<file path="src/adc_seq_pkg.sv">
/*
  Package for the converter sequencing block: register map, field layout,
  reset values, channel codes, bus response codes and conversion length.
  Assumes a 32-bit AXI4-Lite register bus, one aligned word per register.
*/
package adc_seq_pkg;

  localparam logic [3:0] ADDR_STATUS_CONTROL = 4'h0;
  localparam logic [3:0] ADDR_RESULT         = 4'h4;
  localparam logic [3:0] ADDR_CLOCK_SELECT   = 4'h8;

  // Status and control, and clock select field positions
  localparam int STAT_DONE_BIT  = 7;
  localparam int STAT_IRQEN_BIT = 6;
  localparam int STAT_CONT_BIT  = 5;
  localparam int STAT_CH_LSB    = 0;
  localparam int CH_W           = 5;
  localparam int CLK_DIV_LSB    = 5;
  localparam int CLK_DIV_W      = 3;

  localparam logic [4:0] CH_RESET     = 5'h1F;
  localparam logic [4:0] CH_POWER_OFF = 5'h1F;
  localparam logic [4:0] CH_HIGH_REF  = 5'h1D;
  localparam logic [4:0] CH_LOW_REF   = 5'h1E;
  localparam logic [4:0] CH_RESERVED  = 5'h1B;
  localparam logic [4:0] CH_LAST_PIN  = 5'h03;
  localparam logic [2:0] CLK_DIV_RESET = 3'h0;

  localparam int CONV_CYCLES = 16;

  localparam logic [1:0] RESP_OKAY   = 2'b00;
  localparam logic [1:0] RESP_SLVERR = 2'b10;

  // Analog front-end handshake toward the converter core
  typedef struct packed {
    logic       power_on;
    logic       sample;
    logic [4:0] channel;
    logic [3:0] pin_override;
  } analog_ctl_t;

  typedef enum logic [1:0] {
    CONV_IDLE,
    CONV_RUN
  } conv_state_t;

endpackage

</file>
<file path="src/adc_seq_ctrl.sv">
/*
  Sequencing control of an 8-bit four-channel successive-approximation
  converter: channel select, prescaler, single and continuous runs,
  completion flag or interrupt request, result register, wait and stop.
  Assumes an AXI4-Lite master on CORE_CLK_I, an analog core that delivers
  its 8-bit result on ANALOG_RESULT_I as bit stream finished, and CPU
  mode levels STOP_MODE_I and WAIT_MODE_I that come from outside this domain.
*/
// Local design decisions: register access over AXI4-Lite and the register offsets.
module adc_seq_ctrl #(
  parameter int CONV_LEN = adc_seq_pkg::CONV_CYCLES
) (
  input  wire logic                      CORE_CLK_I,
  input  wire logic                      RST_I,
  input  wire logic                      CLK_EN_I,
  input  wire logic [3:0]                S_AXI_AWADDR_I,
  input  wire logic                      S_AXI_AWVALID_I,
  output logic                           S_AXI_AWREADY_O,
  input  wire logic [31:0]               S_AXI_WDATA_I,
  input  wire logic [3:0]                S_AXI_WSTRB_I,
  input  wire logic                      S_AXI_WVALID_I,
  output logic                           S_AXI_WREADY_O,
  output logic [1:0]                     S_AXI_BRESP_O,
  output logic                           S_AXI_BVALID_O,
  input  wire logic                      S_AXI_BREADY_I,
  input  wire logic [3:0]                S_AXI_ARADDR_I,
  input  wire logic                      S_AXI_ARVALID_I,
  output logic                           S_AXI_ARREADY_O,
  output logic [31:0]                    S_AXI_RDATA_O,
  output logic [1:0]                     S_AXI_RRESP_O,
  output logic                           S_AXI_RVALID_O,
  input  wire logic                      S_AXI_RREADY_I,
  input  wire logic                      STOP_MODE_I,
  input  wire logic                      WAIT_MODE_I,
  input  wire logic [7:0]                ANALOG_RESULT_I,
  output adc_seq_pkg::analog_ctl_t       ANALOG_CTL_O,
  output logic                           CONV_IRQ_O,
  output logic                           WAKEUP_O
);

  ////////////////////////////////////////////////////////////////////////////
  // Registers and state

  logic                      irq_en_r;
  logic                      cont_r;
  logic [4:0]                ch_r;
  logic [2:0]                div_r;
  logic                      done_r;
  logic                      irq_r;
  logic [7:0]                result_r;
  adc_seq_pkg::conv_state_t  state_r;
  logic [4:0]                bit_cnt_r;
  logic [3:0]                pre_cnt_r;
  logic                      start_pend_r;
  logic                      stop_s1_r;
  logic                      stop_s2_r;
  logic                      wait_s1_r;
  logic                      wait_s2_r;
  logic                      stop_seen_r;
  logic                      resume_r;

  logic                      aw_held_r;
  logic [3:0]                aw_addr_r;
  logic                      w_held_r;
  logic [31:0]               w_data_r;
  logic [3:0]                w_strb_r;
  logic                      bvalid_r;
  logic [1:0]                bresp_r;
  logic                      rvalid_r;
  logic [1:0]                rresp_r;
  logic [31:0]               rdata_r;

  ////////////////////////////////////////////////////////////////////////////
  // Bus decode

  wire aw_take   = CLK_EN_I && S_AXI_AWVALID_I && !aw_held_r && !bvalid_r;
  wire w_take    = CLK_EN_I && S_AXI_WVALID_I && !w_held_r && !bvalid_r;
  wire ar_take   = CLK_EN_I && S_AXI_ARVALID_I && !rvalid_r;
  wire aw_have   = aw_held_r || aw_take;
  wire w_have    = w_held_r || w_take;
  wire wr_fire   = aw_have && w_have && !bvalid_r && CLK_EN_I;
  wire [3:0] wr_addr = aw_held_r ? aw_addr_r : S_AXI_AWADDR_I;
  wire [31:0] wr_data = w_held_r ? w_data_r : S_AXI_WDATA_I;
  wire [3:0] wr_strb = w_held_r ? w_strb_r : S_AXI_WSTRB_I;
  wire wr_ctl    = wr_fire && wr_addr == adc_seq_pkg::ADDR_STATUS_CONTROL && wr_strb[0];
  wire wr_clk    = wr_fire && wr_addr == adc_seq_pkg::ADDR_CLOCK_SELECT && wr_strb[0];
  wire wr_ok     = wr_addr == adc_seq_pkg::ADDR_STATUS_CONTROL
                || wr_addr == adc_seq_pkg::ADDR_CLOCK_SELECT
                || wr_addr == adc_seq_pkg::ADDR_RESULT;
  wire rd_ok     = S_AXI_ARADDR_I == adc_seq_pkg::ADDR_STATUS_CONTROL
                || S_AXI_ARADDR_I == adc_seq_pkg::ADDR_RESULT
                || S_AXI_ARADDR_I == adc_seq_pkg::ADDR_CLOCK_SELECT;
  wire rd_result = ar_take && S_AXI_ARADDR_I == adc_seq_pkg::ADDR_RESULT;

  // Flag reads zero while requests are enabled
  wire [7:0] ctl_view = {done_r & ~irq_en_r, irq_en_r, cont_r, ch_r};
  wire [7:0] clk_view = {div_r, 5'h00};
  wire [7:0] rd_byte  = (S_AXI_ARADDR_I == adc_seq_pkg::ADDR_STATUS_CONTROL) ? ctl_view :
                        (S_AXI_ARADDR_I == adc_seq_pkg::ADDR_RESULT) ? result_r :
                        (S_AXI_ARADDR_I == adc_seq_pkg::ADDR_CLOCK_SELECT) ? clk_view :
                        8'h00;

  ////////////////////////////////////////////////////////////////////////////
  // Converter timing

  wire       powered   = ch_r != adc_seq_pkg::CH_POWER_OFF;
  wire       stopped   = stop_s2_r;
  wire [3:0] div_limit = div_r[2] ? 4'hF :
                         div_r == 3'h3 ? 4'h7 :
                         div_r == 3'h2 ? 4'h3 :
                         div_r == 3'h1 ? 4'h1 : 4'h0;
  wire       conv_tick = pre_cnt_r == div_limit;
  wire       running   = state_r == adc_seq_pkg::CONV_RUN;
  wire       last_tick = running && conv_tick && bit_cnt_r == 5'(CONV_LEN - 1);
  // A control write or stop in the completing cycle discards that result
  wire       complete  = last_tick && !wr_ctl && !stopped;
  wire       stop_exit = stop_seen_r && !stopped;

  wire [3:0] pin_sel;
  genvar gi;
  generate
    for (gi = 0; gi < 4; gi++) begin : g_pin
      assign pin_sel[gi] = powered && ch_r == 5'(gi);
    end
  endgenerate

  assign ANALOG_CTL_O = '{power_on:     powered && !stopped,
                          sample:       running,
                          channel:      ch_r,
                          pin_override: pin_sel};

  ////////////////////////////////////////////////////////////////////////////
  // Synchronisers for mode levels
  // Mode levels come from another domain, so two flops before use

  always_ff @(posedge CORE_CLK_I) begin
    if (RST_I) begin
      stop_s1_r <= 1'b0;
      stop_s2_r <= 1'b0;
      wait_s1_r <= 1'b0;
      wait_s2_r <= 1'b0;
    end else if (CLK_EN_I) begin
      stop_s1_r <= STOP_MODE_I;
      stop_s2_r <= stop_s1_r;
      wait_s1_r <= WAIT_MODE_I;
      wait_s2_r <= wait_s1_r;
    end
  end

  ////////////////////////////////////////////////////////////////////////////
  // Control registers

  always_ff @(posedge CORE_CLK_I) begin
    if (RST_I) begin
      irq_en_r <= 1'b0;
      cont_r   <= 1'b0;
      ch_r     <= adc_seq_pkg::CH_RESET;
      div_r    <= adc_seq_pkg::CLK_DIV_RESET;
    end else if (wr_ctl) begin
      irq_en_r <= wr_data[adc_seq_pkg::STAT_IRQEN_BIT];
      cont_r   <= wr_data[adc_seq_pkg::STAT_CONT_BIT];
      ch_r     <= wr_data[adc_seq_pkg::STAT_CH_LSB +: adc_seq_pkg::CH_W];
    end else if (wr_clk) begin
      div_r    <= wr_data[adc_seq_pkg::CLK_DIV_LSB +: adc_seq_pkg::CLK_DIV_W];
    end
  end

  ////////////////////////////////////////////////////////////////////////////
  // Conversion sequencer

  always_ff @(posedge CORE_CLK_I) begin
    if (RST_I) begin
      state_r      <= adc_seq_pkg::CONV_IDLE;
      bit_cnt_r    <= 5'h00;
      pre_cnt_r    <= 4'h0;
      start_pend_r <= 1'b0;
    end else if (CLK_EN_I) begin
      // The prescaler runs free, so a new run waits for its next tick
      pre_cnt_r <= conv_tick ? 4'h0 : pre_cnt_r + 4'h1;
      if (wr_ctl) begin
        start_pend_r <= 1'b1;
        state_r      <= adc_seq_pkg::CONV_IDLE;
        bit_cnt_r    <= 5'h00;
      end else if (stopped || !powered) begin
        state_r      <= adc_seq_pkg::CONV_IDLE;
        bit_cnt_r    <= 5'h00;
      end else begin
        case (state_r)
          adc_seq_pkg::CONV_IDLE: begin
            if (start_pend_r && conv_tick) begin
              state_r      <= adc_seq_pkg::CONV_RUN;
              start_pend_r <= 1'b0;
              bit_cnt_r    <= 5'h00;
            end else if (stop_exit && resume_r) begin
              start_pend_r <= 1'b1;
            end
          end
          adc_seq_pkg::CONV_RUN: begin
            if (conv_tick) begin
              if (last_tick) begin
                bit_cnt_r <= 5'h00;
                if (!cont_r) begin
                  state_r <= adc_seq_pkg::CONV_IDLE;
                end
              end else begin
                bit_cnt_r <= bit_cnt_r + 5'h01;
              end
            end
          end
          default: state_r <= adc_seq_pkg::CONV_IDLE;
        endcase
      end
    end
  end

  // A run cut short by stop starts over on the first tick after stop ends
  always_ff @(posedge CORE_CLK_I) begin
    if (RST_I) begin
      stop_seen_r <= 1'b0;
      resume_r    <= 1'b0;
    end else if (CLK_EN_I) begin
      stop_seen_r <= stopped;
      if (wr_ctl || stop_exit) begin
        resume_r <= 1'b0;
      end else if (stopped && running) begin
        resume_r <= 1'b1;
      end
    end
  end

  ////////////////////////////////////////////////////////////////////////////
  // Result, flag and request

  // A completion wins over a result read in the same cycle; a control write discards the completion
  wire done_set = complete && !irq_en_r;
  wire done_clr = rd_result || irq_en_r;
  wire irq_set  = complete && irq_en_r;
  wire irq_clr  = rd_result || wr_ctl;

  always_ff @(posedge CORE_CLK_I) begin
    if (RST_I) begin
      result_r <= 8'h00;
      done_r   <= 1'b0;
      irq_r    <= 1'b0;
    end else if (CLK_EN_I) begin
      if (complete) begin
        result_r <= ANALOG_RESULT_I;
      end
      if (done_set) begin
        done_r <= 1'b1;
      end else if (done_clr) begin
        done_r <= 1'b0;
      end
      if (irq_set) begin
        irq_r <= 1'b1;
      end else if (irq_clr) begin
        irq_r <= 1'b0;
      end
    end
  end

  assign CONV_IRQ_O = irq_r && irq_en_r;
  assign WAKEUP_O   = CONV_IRQ_O && wait_s2_r;

  ////////////////////////////////////////////////////////////////////////////
  // AXI4-Lite slave

  always_ff @(posedge CORE_CLK_I) begin
    if (RST_I) begin
      aw_held_r <= 1'b0;
      aw_addr_r <= 4'h0;
      w_held_r  <= 1'b0;
      w_data_r  <= 32'h0000_0000;
      w_strb_r  <= 4'h0;
      bvalid_r  <= 1'b0;
      bresp_r   <= adc_seq_pkg::RESP_OKAY;
      rvalid_r  <= 1'b0;
      rresp_r   <= adc_seq_pkg::RESP_OKAY;
      rdata_r   <= 32'h0000_0000;
    end else if (CLK_EN_I) begin
      if (wr_fire) begin
        aw_held_r <= 1'b0;
        w_held_r  <= 1'b0;
        bvalid_r  <= 1'b1;
        bresp_r   <= wr_ok ? adc_seq_pkg::RESP_OKAY : adc_seq_pkg::RESP_SLVERR;
      end else begin
        if (aw_take) begin
          aw_held_r <= 1'b1;
          aw_addr_r <= S_AXI_AWADDR_I;
        end
        if (w_take) begin
          w_held_r <= 1'b1;
          w_data_r <= S_AXI_WDATA_I;
          w_strb_r <= S_AXI_WSTRB_I;
        end
        if (bvalid_r && S_AXI_BREADY_I) begin
          bvalid_r <= 1'b0;
        end
      end
      // Unmapped addresses answer with an error and read as zero
      if (ar_take) begin
        rvalid_r <= 1'b1;
        rresp_r  <= rd_ok ? adc_seq_pkg::RESP_OKAY : adc_seq_pkg::RESP_SLVERR;
        rdata_r  <= {24'h00_0000, rd_byte};
      end else if (rvalid_r && S_AXI_RREADY_I) begin
        rvalid_r <= 1'b0;
      end
    end
  end

  // Readys fall with the clock enable, so nothing is taken while frozen
  assign S_AXI_AWREADY_O = CLK_EN_I && !aw_held_r && !bvalid_r;
  assign S_AXI_WREADY_O  = CLK_EN_I && !w_held_r && !bvalid_r;
  assign S_AXI_BVALID_O  = bvalid_r;
  assign S_AXI_BRESP_O   = bresp_r;
  assign S_AXI_ARREADY_O = CLK_EN_I && !rvalid_r;
  assign S_AXI_RVALID_O  = rvalid_r;
  assign S_AXI_RRESP_O   = rresp_r;
  assign S_AXI_RDATA_O   = rdata_r;

endmodule

</file>
<file path="config.mk">
export PLATFORM = sky130hd
export DESIGN_NAME = adc_seq_ctrl
export DESIGN_NICKNAME = d
export VERILOG_FILES = /design/src/adc_seq_pkg.sv /design/src/adc_seq_ctrl.sv
export SDC_FILE = /design/constraint.sdc
export NUM_CORES = 1
export LEC_CHECK = 0
export BUFFER_PORTS_ARGS = -buffer_cell sky130_fd_sc_hd__buf_2
export CORE_ASPECT_RATIO = 0.8
export CORE_UTILIZATION = 50
export DETAILED_ROUTE_END_ITERATION = 12
export GPL_TIMING_DRIVEN = 0
export PLACE_DENSITY = 0.83
export SKIP_LAST_GASP = 1
export SLEW_MARGIN = 20
export SYNTH_ARGS = -nofsm -noshare
export SYNTH_HDL_FRONTEND = slang
export SYNTH_SLANG_ARGS = --single-unit
</file>
<file path="constraint.sdc">
create_clock -name CORE_CLK_I -period 2.4 [get_ports CORE_CLK_I]
set_input_delay 0.36 -clock CORE_CLK_I [delete_from_list [all_inputs] [get_ports CORE_CLK_I]]
set_output_delay 0.36 -clock CORE_CLK_I [all_outputs]
set_load 0.01 [all_outputs]
</file>
==> results.sh <==
export IMPL_globalRouteOverflowTotal=0
export IMPL_netlist_instances=361
export IMPL_cts_tree="done"
export IMPL_portBuffers=60
export IMPL_arrival_ns=1.76
export IMPL_worstMarginPinSlew_ns=1.01
export IMPL_synth_edf_count=0
export IMPL_cts_resized=0
export IMPL_clock_sinks=64
export IMPL_cts_root_buf="clkbuf_8"
export IMPL_yosys_top_cells_count="dfxtp_1 (64), nor2_1 (52), mux2i_1 (32)"
export IMPL_cts_max_path_buffers=2
export IMPL_synth_area_mm2=0.00323
export IMPL_hpwlAfterDp_mm=5.77
export IMPL_yosysWarnings=0
export IMPL_initialDrtViolationCount=233
export IMPL_period_share=0.881
export IMPL_yosys_register_bits=64
export IMPL_rsz0062_at_grt="false"
export IMPL_p_total_mw=2.56
export IMPL_power_leakage_nw=1.79
export IMPL_synth_area_mux_share=0.130
export IMPL_synth_xor_area_frac=0.0108
export IMPL_drv_slew=0
export IMPL_dieArea_mm2=0.00679
export IMPL_wl_mm=8.11
export IMPL_vias=2984
export IMPL_ys_seq_area_frac=0.396
export IMPL_clock_latency_ns=0.35
export IMPL_async_flop_share=0
export IMPL_gp_congestion=0.815
export IMPL_nets=521
export IMPL_reg2reg_to="result_r[2]"
export IMPL_fin_crit_ns=2.12
export IMPL_grt_pass1_wl_mm=13.1
export IMPL_ys_flop_type="dfxtp_1"
export IMPL_r2r_slack_ns=0.31
export IMPL_grt_pass1_vias=2792
export IMPL_synth_top_area_frac=0.396
export IMPL_worstHoldStart="ANALOG_RESULT_I[4]"
export IMPL_crit_required_ns=2.04
export IMPL_crit_type="in -> out"
export IMPL_clk_pin_slew_worst_paths_ns=0.08
export IMPL_yosysMostFrequentCell="dfxtp_1"
export IMPL_fmax_mhz=473
export IMPL_synthAdderAreaFrac=0.00774
export IMPL_power_density_mw_per_mm2=643
export IMPL_hold_viol_final=0
export IMPL_worst_r2r_cell_count=7
export IMPL_antenna_found_initial=0
export IMPL_cts_buffers=9
export IMPL_n_antenna_cell=0
export IMPL_synth_compound_area_frac=0.158
export IMPL_post_cts_setup_buffers=0
export IMPL_drtPass1Iterations=6
export IMPL_crit_path_start_kind="primary input"
export IMPL_synthSimpleGateAreaFrac=0.201
export IMPL_r2r_start="aw_held_r"
export IMPL_vias_per_cell=5.50
export IMPL_synth_top_family_by_area="simple AND/OR/NAND/NOR gates"
export IMPL_htree_levels=3
export IMPL_ant_nets=0
export IMPL_num_rows=25
export IMPL_hold_slack_ns=0.251
export IMPL_worstPathMaxFanout=10
export IMPL_critPathCaptureType="output pin"
export IMPL_ioPinCount=116
export IMPL_netlist_top_cells_area="dfxtp_1 (40%), mux2i_1 (9.9%), buf_4 (7.0%), nor2_1 (6.0%), mux2_2 (3.1%)"
export IMPL_peakVddDrop_mv=0.368
export IMPL_setup_violations=0
export IMPL_grt_max_degree=13
export IMPL_drive_above_1_share=0.288
export IMPL_min_path_cells=3
export IMPL_relSlewSlack=0.318
export IMPL_drc=0
export IMPL_avgSynthCellArea_um2=8.95
export IMPL_synth_area_leader_cell="dfxtp_1"
export IMPL_finClkSkew_ns=0.00959
export IMPL_hold_class="in -> reg"
export IMPL_dieHeight_um=73.9
export IMPL_drv_cap=0
export IMPL_fp_coreArea_mm2=0.00607
export IMPL_wire_per_inst_um=14.9
export IMPL_gr_usage_all_layers=0.249
export IMPL_hold_path_end="result_r[4]"
export IMPL_start_util=0.533
export IMPL_setup_tns_ns=0
export IMPL_status="complete, no violations"
export IMPL_die_x_um=91.9
export IMPL_ys_types=56
export IMPL_cts_hold_buf=0
export IMPL_syn2layout_area_growth_pct=23.2
-- worst max-delay path by stage --
stage	slack, ns	depth (start not counted)	to	start
CTS	0.26	5	S_AXI_ARREADY_O	CLK_EN_I
floorplan	0.59	4	S_AXI_ARREADY_O	CLK_EN_I
global route	0.15	5	S_AXI_ARREADY_O	CLK_EN_I
detailed placement	0.24	5	S_AXI_ARREADY_O	CLK_EN_I
finish	0.28	5	S_AXI_ARREADY_O	CLK_EN_I
global placement	0.23	5	S_AXI_ARREADY_O	CLK_EN_I
-- worst max-delay path, stage by stage --
cell and delay [ns]:
buf_4 0.15, clkbuf_1 0.38, clkbuf_1 0.53, nor2b_1 0.19, buf_2 0.13
-- flip-flops by register name, indices dropped and copies added (netlist names), 3 cells and up --
register and flops:
S_AXI_RDATA_O 8, aw_addr_r 4, bit_cnt_r 5, ch_r 5, div_r 3, pre_cnt_r 4
result_r 8, w_data_r 8
-- kinds of logic after synthesis --
group                    Yosys count
AND/OR/NAND/NOR                  129
AO/OA/AOI/OAI                     70
flip-flops                        64
buffers and inverters             50
multiplexers                      41
XOR/XNOR                           4
adder cells (fa/ha/maj)            2
other                              1
-- power by group --
group	switching (mW)	internal, mW
clock network	0.452	0.723
registers	0.0174	1.08
logic	0.158	0.125
total	0.627	1.93
-- through the flow --
step	utilization	instance area (um^2)	cells	setup WS, ns
floorplan	-	3330	386	0.588
global placement	0.614	3730	527	0.230
detailed placement	0.614	3730	527	0.240
CTS	0.656	3980	543	0.258
global route	0.656	3980	543	0.153
finish	0.656	3980	543	0.285
-- placed cells by master, fill, tap and decap left out, types with 3 or more instances in the layout --
master     count
o21ai_0       12
a211o_1        6
and3_1         3
nor2b_1        3
a22oi_1       10
nand3_1       17
clkbuf_1      10
mux2i_1       32
nor2_1        52
nand4_1        4
mux2_2         9
dfxtp_1       64
buf_4         30
clkbuf_8      10
nand2_1       16
nand3b_1       6
buf_2         63
bufinv_16      3
nand2b_1       3
conb_1        26
and2_1         3
a21oi_1       19
nor3_1         7
inv_1          5
-- metal layers --
layer | vias up | global-route usage | part of all wire | wire [um]
li1 | 1426 | - | - | -
met1 | 1407 | 0.295 | 0.43 | 3470
met2 | 129 | 0.424 | 0.48 | 3890
met3 | 22 | 0.0839 | 0.070 | 568
met4 | 0 | 0.0955 | 0.023 | 183
met5 | - | 0 | 0 | 0
-- layout make-up --
class | count | area (um^2)
Buffer | 45 | 285
Clock buffer | 10 | 138
Clock inverter | 6 | 115
Fill cell | 535 | 2090
Inverter | 5 | 18.8
Multi-Input combinational cell | 272 | 1740
Sequential cell | 64 | 1280
Tap cell | 81 | 101
Timing Repair Buffer | 60 | 300
Power figures use the tool's default switching activity.
